===== src/rtl/rbl_pkg.sv =====
// package: timing constants, modes and carriers for the reset button and led block
package rbl_pkg;
  // clock rate and button debounce time
  localparam int unsigned ClkHz = 250_000_000;
  localparam int unsigned DebounceMs = 20;
  localparam int unsigned DebounceCycles = (ClkHz / 1000) * DebounceMs;
  // hold window edges in seconds
  localparam logic [5:0] RebootStartSec = 6'h05;
  localparam logic [5:0] RebootEndSec = 6'h0f;
  localparam logic [5:0] AccessEndSec = 6'h12;
  localparam logic [5:0] FactoryStartSec = 6'h1e;
  localparam logic [5:0] FactoryEndSec = 6'h21;
  localparam logic [5:0] HoldSatSec = 6'h3f;
  // blink rates in tenth-second ticks (half periods; the sleep pair give period and on time)
  localparam int unsigned TenthSec = 10;
  localparam logic [4:0] SlowHalf = 5'h05;
  localparam logic [4:0] FastHalf = 5'h02;
  localparam logic [4:0] CompHalf = 5'h02;
  localparam logic [4:0] AltSlowHalf = 5'h0a;
  localparam logic [4:0] SaveHalf = 5'h05;
  localparam logic [4:0] SleepPeriod = 5'h1e;
  localparam logic [4:0] SleepOn = 5'h02;
  localparam logic [4:0] GpsHalf = 5'h05;
  // signal level threshold in dBm, two's complement
  localparam logic signed [7:0] StrongSigDbm = -8'sd80;

  typedef enum logic [3:0] {
    ActNone = 4'h0,
    ActReboot = 4'h1,
    ActAccess = 4'h2,
    ActFactory = 4'h4,
    ActPurge = 4'h8
  } rbl_action_type;

  typedef enum logic [1:0] {
    PwrNormal = 2'h0,
    PwrSave = 2'h1,
    PwrSleep = 2'h2
  } rbl_power_type;

  // flash disc state as reported by the file handler
  typedef struct packed {
    logic present;
    logic fat32;
    logic done;
    logic fwFound;
    logic inFiles;
  } rbl_disc_type;

  typedef struct packed {
    logic red;
    logic green;
  } rbl_led_type;

  // alarm inputs: one item's out-of-threshold flag and its enabled actions
  typedef struct packed {
    logic outOfRange;
    logic notifyEn;
    logic alarmOutEn;
    logic graphEn;
  } rbl_alarm_type;
endpackage


===== src/rtl/rbl_reset_led.sv =====
// reset button timing, service actions and front panel indicator patterns
// Function
// - release between 5 and 15 s held reboots the device in either security mode
// - security off: 15-18 s restores access defaults, 30-33 s factory; then reboot
// - security on: 15-18 s release purges everything then reboots; no factory window
// - status dark first 5 s, green flash from 5, faster 15-18, red fast 30-33 with security off
// - disc seen: slow red/green alternation; done: fast alternation 2.5 per second
// - power green steady; 1 s period blink in save; one flash per 3 s sleep
// - tx green 1 s blink while time receiver synced; red while transmitting
// - rx green while packet sync; yellow when channel signal above -80 dBm
// - status steady red on enabled alarm; fast red flashing in emergency
// - firmware file in disc root starts upgrade automatically; newest chosen
// - non FAT32 disc ignored; valid disc without inputs only gathers data
module rbl_reset_led #(
  parameter int unsigned TenthCycles = rbl_pkg::ClkHz / rbl_pkg::TenthSec
) (
  input wire logic ref_clk,
  input wire logic rst,
  input wire logic buttonPressedN,
  input wire logic physSecurity,
  input wire logic emergency,
  input wire rbl_pkg::rbl_alarm_type alarm,
  input wire rbl_pkg::rbl_disc_type disc,
  input wire rbl_pkg::rbl_power_type powerMode,
  input wire logic gpsFitted,
  input wire logic gpsSynced,
  input wire logic transmitting,
  input wire logic packetSync,
  input wire logic signed [7:0] signalDbm,
  output rbl_pkg::rbl_action_type action,
  output logic actionStrobe,
  output logic upgradeStart,
  output logic gatherOnly,
  output rbl_pkg::rbl_led_type statusLed,
  output rbl_pkg::rbl_led_type powerLed,
  output rbl_pkg::rbl_led_type txLed,
  output rbl_pkg::rbl_led_type rxLed
);
  // ****************************************************
  // input synchronisers and debounce
  // ****************************************************
  logic [1:0] btnSync_q;
  logic btnStable_q;
  logic [23:0] dbCnt_q;
  logic btnRaw;
  // debounce follows the timebase, so a shortened simulation tenth shortens it too
  localparam int unsigned TimeScale = rbl_pkg::ClkHz / rbl_pkg::TenthSec / TenthCycles;
  localparam int unsigned DbCycles = rbl_pkg::DebounceCycles / TimeScale;
  assign btnRaw = ~btnSync_q[1];
  always_ff @(posedge ref_clk) begin
    if (rst) begin
      btnSync_q <= 2'h3;
    end else begin
      btnSync_q <= {btnSync_q[0], buttonPressedN};
    end
  end
  // a level must hold the whole debounce time before it counts
  always_ff @(posedge ref_clk) begin
    if (rst) begin
      dbCnt_q <= 24'h000000;
      btnStable_q <= 1'b0;
    end else if (btnRaw == btnStable_q) begin
      dbCnt_q <= 24'h000000;
    end else if (dbCnt_q == 24'(DbCycles - 1)) begin
      dbCnt_q <= 24'h000000;
      btnStable_q <= btnRaw;
    end else begin
      dbCnt_q <= dbCnt_q + 24'h000001;
    end
  end

  // ****************************************************
  // tenth-second timebase and hold timer
  // ****************************************************
  logic [27:0] preCnt_q;
  logic tick;
  logic [3:0] tenths_q;
  logic [5:0] holdSec_q;
  logic btnPrev_q;
  logic [4:0] free_q;
  assign tick = preCnt_q == 28'(TenthCycles - 1);
  always_ff @(posedge ref_clk) begin
    if (rst) begin
      preCnt_q <= 28'h0000000;
      free_q <= 5'h00;
    end else begin
      preCnt_q <= tick ? 28'h0000000 : preCnt_q + 28'h0000001;
      if (tick) begin
        free_q <= (free_q == rbl_pkg::SleepPeriod - 5'h01) ? 5'h00 : free_q + 5'h01;
      end
    end
  end
  always_ff @(posedge ref_clk) begin
    if (rst) begin
      tenths_q <= 4'h0;
      holdSec_q <= 6'h00;
      btnPrev_q <= 1'b0;
    end else begin
      btnPrev_q <= btnStable_q;
      if (!btnStable_q) begin
        tenths_q <= 4'h0;
        holdSec_q <= 6'h00;
      end else if (tick) begin
        tenths_q <= (tenths_q == 4'h9) ? 4'h0 : tenths_q + 4'h1;
        if (tenths_q == 4'h9 && holdSec_q != rbl_pkg::HoldSatSec) begin
          holdSec_q <= holdSec_q + 6'h01;
        end
      end
    end
  end

  // ****************************************************
  // window decode and release action
  // ****************************************************
  function automatic logic inWin(input logic [5:0] s, input logic [5:0] lo,
                                 input logic [5:0] hi);
    inWin = (s >= lo) && (s < hi);
  endfunction
  logic winReboot, winMid, winFactory, released;
  rbl_pkg::rbl_action_type action_d, action_q;
  assign winReboot = inWin(holdSec_q, rbl_pkg::RebootStartSec, rbl_pkg::RebootEndSec);
  assign winMid = inWin(holdSec_q, rbl_pkg::RebootEndSec, rbl_pkg::AccessEndSec);
  // factory window only exists with security off
  assign winFactory = !physSecurity &&
    inWin(holdSec_q, rbl_pkg::FactoryStartSec, rbl_pkg::FactoryEndSec);
  assign released = btnPrev_q && !btnStable_q;
  always_comb begin
    action_d = rbl_pkg::ActNone;
    if (winReboot) begin
      action_d = rbl_pkg::ActReboot;
    end else if (winMid) begin
      action_d = physSecurity ? rbl_pkg::ActPurge : rbl_pkg::ActAccess;
    end else if (winFactory) begin
      action_d = rbl_pkg::ActFactory;
    end
  end
  logic strobe_q;
  always_ff @(posedge ref_clk) begin
    if (rst) begin
      action_q <= rbl_pkg::ActNone;
      strobe_q <= 1'b0;
    end else begin
      strobe_q <= released && action_d != rbl_pkg::ActNone;
      if (released) begin
        action_q <= action_d;
      end
    end
  end
  assign action = action_q;
  assign actionStrobe = strobe_q;

  // ****************************************************
  // flash disc handling
  // ****************************************************
  logic discOk, upg_q, gather_q, discPrev_q;
  assign discOk = disc.present && disc.fat32;
  always_ff @(posedge ref_clk) begin
    if (rst) begin
      upg_q <= 1'b0;
      gather_q <= 1'b0;
      discPrev_q <= 1'b0;
    end else begin
      discPrev_q <= discOk;
      // newest package is picked by the file handler; any package starts it
      upg_q <= discOk && !discPrev_q && disc.fwFound;
      gather_q <= discOk && !disc.inFiles;
    end
  end
  assign upgradeStart = upg_q;
  assign gatherOnly = gather_q;

  // ****************************************************
  // indicator patterns
  // ****************************************************
  function automatic logic blink(input logic [4:0] t, input logic [4:0] half);
    blink = ((t / half) % 5'h02) == 5'h00;
  endfunction
  rbl_pkg::rbl_led_type stat_d, stat_q, pwr_d, pwr_q, tx_d, tx_q, rx_d, rx_q;
  logic alarmOn, slowPh, fastPh, compPh, altPh;
  assign alarmOn = alarm.outOfRange &&
    (alarm.notifyEn || alarm.alarmOutEn || alarm.graphEn);
  assign slowPh = blink(free_q, rbl_pkg::SlowHalf);
  assign fastPh = blink(free_q, rbl_pkg::FastHalf);
  assign compPh = blink(free_q, rbl_pkg::CompHalf);
  assign altPh = blink(free_q, rbl_pkg::AltSlowHalf);
  // button feedback outranks the disc, disc outranks emergency and alarm
  always_comb begin
    stat_d = '{red: 1'b0, green: 1'b1};
    if (btnStable_q) begin
      if (holdSec_q < rbl_pkg::RebootStartSec) begin
        stat_d = '{red: 1'b0, green: 1'b0};
      end else if (winReboot) begin
        stat_d = '{red: 1'b0, green: slowPh};
      end else if (winMid) begin
        stat_d = '{red: 1'b0, green: fastPh};
      end else if (winFactory) begin
        stat_d = '{red: fastPh, green: 1'b0};
      end else begin
        stat_d = '{red: 1'b0, green: 1'b0};
      end
    end else if (discOk && disc.done) begin
      stat_d = '{red: !compPh, green: compPh};
    end else if (discOk) begin
      stat_d = '{red: !altPh, green: altPh};
    end else if (emergency) begin
      stat_d = '{red: fastPh, green: 1'b0};
    end else if (alarmOn) begin
      stat_d = '{red: 1'b1, green: 1'b0};
    end
  end
  always_comb begin
    unique case (powerMode)
      rbl_pkg::PwrSave: pwr_d = '{red: 1'b0, green: blink(free_q, rbl_pkg::SaveHalf)};
      rbl_pkg::PwrSleep: pwr_d = '{red: 1'b0, green: free_q < rbl_pkg::SleepOn};
      default: pwr_d = '{red: 1'b0, green: 1'b1};
    endcase
  end
  // transmit red wins over the sync blink
  logic gpsOn, strongSig;
  assign gpsOn = gpsFitted && gpsSynced && blink(free_q, rbl_pkg::GpsHalf);
  assign tx_d = transmitting ? rbl_pkg::rbl_led_type'{red: 1'b1, green: 1'b0} :
    rbl_pkg::rbl_led_type'{red: 1'b0, green: gpsOn};
  // yellow is both colours lit
  assign strongSig = signalDbm > rbl_pkg::StrongSigDbm;
  assign rx_d = strongSig ? rbl_pkg::rbl_led_type'{red: 1'b1, green: 1'b1} :
    rbl_pkg::rbl_led_type'{red: 1'b0, green: packetSync};
  always_ff @(posedge ref_clk) begin
    if (rst) begin
      stat_q <= '{red: 1'b0, green: 1'b0};
      pwr_q <= '{red: 1'b0, green: 1'b0};
      tx_q <= '{red: 1'b0, green: 1'b0};
      rx_q <= '{red: 1'b0, green: 1'b0};
    end else begin
      stat_q <= stat_d;
      pwr_q <= pwr_d;
      tx_q <= tx_d;
      rx_q <= rx_d;
    end
  end
  assign statusLed = stat_q;
  assign powerLed = pwr_q;
  assign txLed = tx_q;
  assign rxLed = rx_q;
endmodule


===== config.mk =====
export PLATFORM = sky130hd
export DESIGN_NAME = rbl_reset_led
export DESIGN_NICKNAME = d
export VERILOG_FILES = /design/src/rtl/rbl_pkg.sv /design/src/rtl/rbl_reset_led.sv
export SDC_FILE = /design/constraint.sdc
export NUM_CORES = 1
export LEC_CHECK = 0
export ABC_AREA = 1
export BUFFER_PORTS_ARGS = -buffer_cell sky130_fd_sc_hd__buf_2
export CORE_ASPECT_RATIO = 1.5
export CORE_MARGIN = 3
export CORE_UTILIZATION = 55
export DETAILED_ROUTE_END_ITERATION = 16
export PLACE_DENSITY = 0.75
export SETUP_SLACK_MARGIN = 0.02
export SYNTH_ARGS = -nofsm -noshare
export SYNTH_HDL_FRONTEND = slang
export SYNTH_SLANG_ARGS = --single-unit

===== constraint.sdc =====
create_clock -name ref_clk -period 2.4 [get_ports ref_clk]
set_input_delay 0.24 -clock ref_clk [delete_from_list [all_inputs] [get_ports ref_clk]]
set_output_delay 0.24 -clock ref_clk [all_outputs]
set_load 0.005 [all_outputs]

==> results.ini <==
[synth]
syn_area_sq_um = 4490
synth_nets = 702
syn_avg_cell_area_sq_um = 6.77
yosys_most_used_dff = dfxtp_1
synth_cell_types = 32
synth_edf_count = 0
synthCells = 663
synth-seq-cells = 86
ys_seq_area_share_pct = 38.3
yosysWarnings = 0
synthArstFlopShare_pct = 0

[worst_setup_path]
worstSetupPathType = register to register
rrSetupSlack_ns = 0.43
endpoint_kind = register
slowest_stage = nand2_2
cp.arrival_ns = 2.17
crit_path_start = dbCnt_q[0]
max_stage_delay_ns = 0.38
path_max_fanout = 23
cp_cell_sequence = ha_1, nand2_1, inv_1, nand2_1, inv_1, nand3_1, nor2_1, nand3_1, nand2_2, nor2_1
crit_path_start_kind = register
reg2reg_from = dbCnt_q[0]
cp.required_ns = 2.60

[finish]
synthToLayoutAreaGrowth_pct = 13.6
fillers = 710
multi_input_area_sq_um = 2390
diodes = 0
fin_nets = 744
drive_above_1_share_pct = 10.9
fin_cells = 811
ff_latch_area_sq_um = 1720

[floorplan]
boundaryPins = 43
initial_core_util_pct = 57.9
fp.dieW_um = 79.8
die_h_um = 117
row_count = 39
core_sq_um = 7760
fp.dieArea_sq_um = 9310

[clocking]
cts.clk_slew.worst_paths_ns = 0.06
cts_tree = yes
cts_resized = 0
clk_latency_ns = 0.34
cts_buffers = 9
cts_root_buf = clkbuf_16
cts.sinks = 86
cts_setup_buffers = 0
h-tree-depth = 3
cts_buffer_depth = 2
cts_hold_buffers = 0

[sta]
final.min_clock_period_ns = 1.97
drv_slew = 0
rsz0062_at_grt = no
setup_slack_ns = 0.433
fin_skew_ns = 0.00636
tns_ns = 0
setup_viol = 0
fin_crit_sh_pct = 82.0
relSlewSlack_pct = 66.4
finalHoldViolations = 0
fmax_ghz = 0.508
tightest_slew_ns = 0.503

[grt]
grt_max_degree = 29
first_global_vias = 4216
antenna_found_initial = 0
grt_overflow_total = 0
grt_pass1_wl_um = 18000
grt.total_usage_pct = 23.9

[power_and_ir_drop]
p_sw_mw = 0.606
p_clk_share_pct = 52.1
p_per_area_nw_per_um2 = 628
combPwrFrac_pct = 2.6
peakVddDrop_mv = 0.450
p_leak_nw = 1.89
seqPwrFrac_pct = 45.3
p_int_mw = 2.60
switching_share_pct = 18.9

[detailed_routing]
wire_per_inst_um = 12.7
vias_per_cell = 5.33
ant_nets = 0
vias = 4319
drc_errors = 0
drtIter0Drc = 308
wl_um = 10300
drtPass1Iterations = 5

[placed_design]
place_inst = 796
hpwl_um = 7600
place_congestion = 0.877
place_ws_ns = 0.446
numPortBuffers = 41

[job]
maxCapViolCount = 0

[hold_path]
min-delay-start = disc[0]
worstHoldPathType = input pin to register

[outcome]
status = complete, no violations

metal layers:
layer	routed length (um)	track usage (%)	up-vias
met5	0	0	-
met4	238	8.91	0
met3	383	4.86	27
met2	5540	45.0	113
met1	4170	26.1	1969
li1	-	-	2210
power groups by stage:
stage / combinational [mW] / clock [mW] / sequential (mW)
CTS: 0.0861 / 1.69 / 1.45
detailed placement: 0.0850 / 0 / 1.48
floorplan: 0.0470 / 0 / 1.48
finish: 0.0847 / 1.67 / 1.45
global route: 0.0965 / 1.75 / 1.45
global placement: 0.0826 / 0 / 1.48
cells in the mapped netlist, drive strengths merged (6+ instances only):
| cell | n | area [sq um] |
|---|---|---|
| or2 | 11 | 68.8 |
| o21ai | 11 | 55.1 |
| nor3 | 19 | 95.1 |
| buf | 11 | 83.8 |
| ha | 11 | 138 |
| nand4 | 20 | 125 |
| dfxtp | 86 | 1720 |
| nand3b | 10 | 75.1 |
| nand2 | 168 | 648 |
| nor2 | 101 | 397 |
| xor2 | 15 | 131 |
| a21oi | 57 | 289 |
| nand3 | 49 | 250 |
| inv | 77 | 289 |
| xnor2 | 6 | 52.6 |
kinds of logic after synthesis:
kind of cell	count (synthesis)	synth area share, %
AO/OA/AOI/OAI	72	8.30
XOR/XNOR	21	4.09
adder cells (fa/ha/maj)	11	3.06
buffers and inverters	89	8.38
flip-flops	86	38.3
other	1	0.0835
AND/OR/NAND/NOR	383	37.7
state kept, by name (all words and copies together), names as in the netlist:
| name | cells |
|---|---|
| discPrev_q | 1 |
| upgradeStart | 1 |
| btnPrev_q | 1 |
| free_q | 5 |
| txLed | 2 |
| dbCnt_q | 24 |
| preCnt_q | 28 |
| powerLed | 1 |
| statusLed | 2 |
| holdSec_q | 6 |
| rxLed | 2 |
| btnSync_q | 2 |
| btnStable_q | 1 |
| actionStrobe | 1 |
| tenths_q | 4 |
| action | 4 |
| gatherOnly | 1 |
stage by stage:
step / total power [mW] / utilization (%) / hold WS, ns / cell area [sq um]
after floorplan: 1.53 / - / 0.317 / 4490
after global placement: 1.56 / 61.2 / 0.368 / 4750
after detailed placement: 1.57 / 61.2 / 0.377 / 4750
after CTS: 3.23 / 65.7 / 0.0569 / 5100
after global routing: 3.30 / 65.7 / 0.0616 / 5100
final: 3.20 / 65.7 / 0.0659 / 5100
final timing paths:
| kind | endpoint | cells after the start |
|---|---|---|
| worst max register to register | dbCnt_q[13] | 10 |
| worst min-delay path | gatherOnly | 2 |
| worst max-delay path | dbCnt_q[13] | 10 |
| worst min register to register | upgradeStart | 1 |
cell usage in the layout (no fill, tap or decap):
master	count
a21oi_1	56
a21oi_2	1
a311oi_1	1
a31oi_1	2
buf_2	41
buf_4	1
bufinv_16	4
clkbuf_1	2
clkbuf_16	9
clkinv_1	1
conb_1	1
dfxtp_1	86
ha_1	11
inv_1	76
inv_2	1
nand2_1	163
nand2_2	4
nand2_4	1
nand3_1	48
nand3_2	1
nand3b_1	10
nand4_1	20
nor2_1	98
nor2_2	1
nor2_4	2
nor3_1	19
nor3b_1	4
nor4_1	1
o21ai_0	11
o31ai_1	1
or2_2	11
xnor2_1	6
xor2_1	15
final cells by class:
cell class                 count  share of cell area [%]
multi-input combinational    488                    46.9
sequential                    86                    33.8
inverter                      78                    5.74
clock buffer                  11                    4.56
timing repair buffer          42                    4.17
tap                          102                    2.50
clock inverter                 4                    2.35
critical path, delay by kind of cell, from the launching register on:
kind                       cells  cell delay (ns)
adders and majority gates      1             0.21
DFF                            1             0.35
buffers and inverters          2             0.20
and+or+nand+nor                7             1.08
No activity file was read; power rests on OpenSTA's default activity.
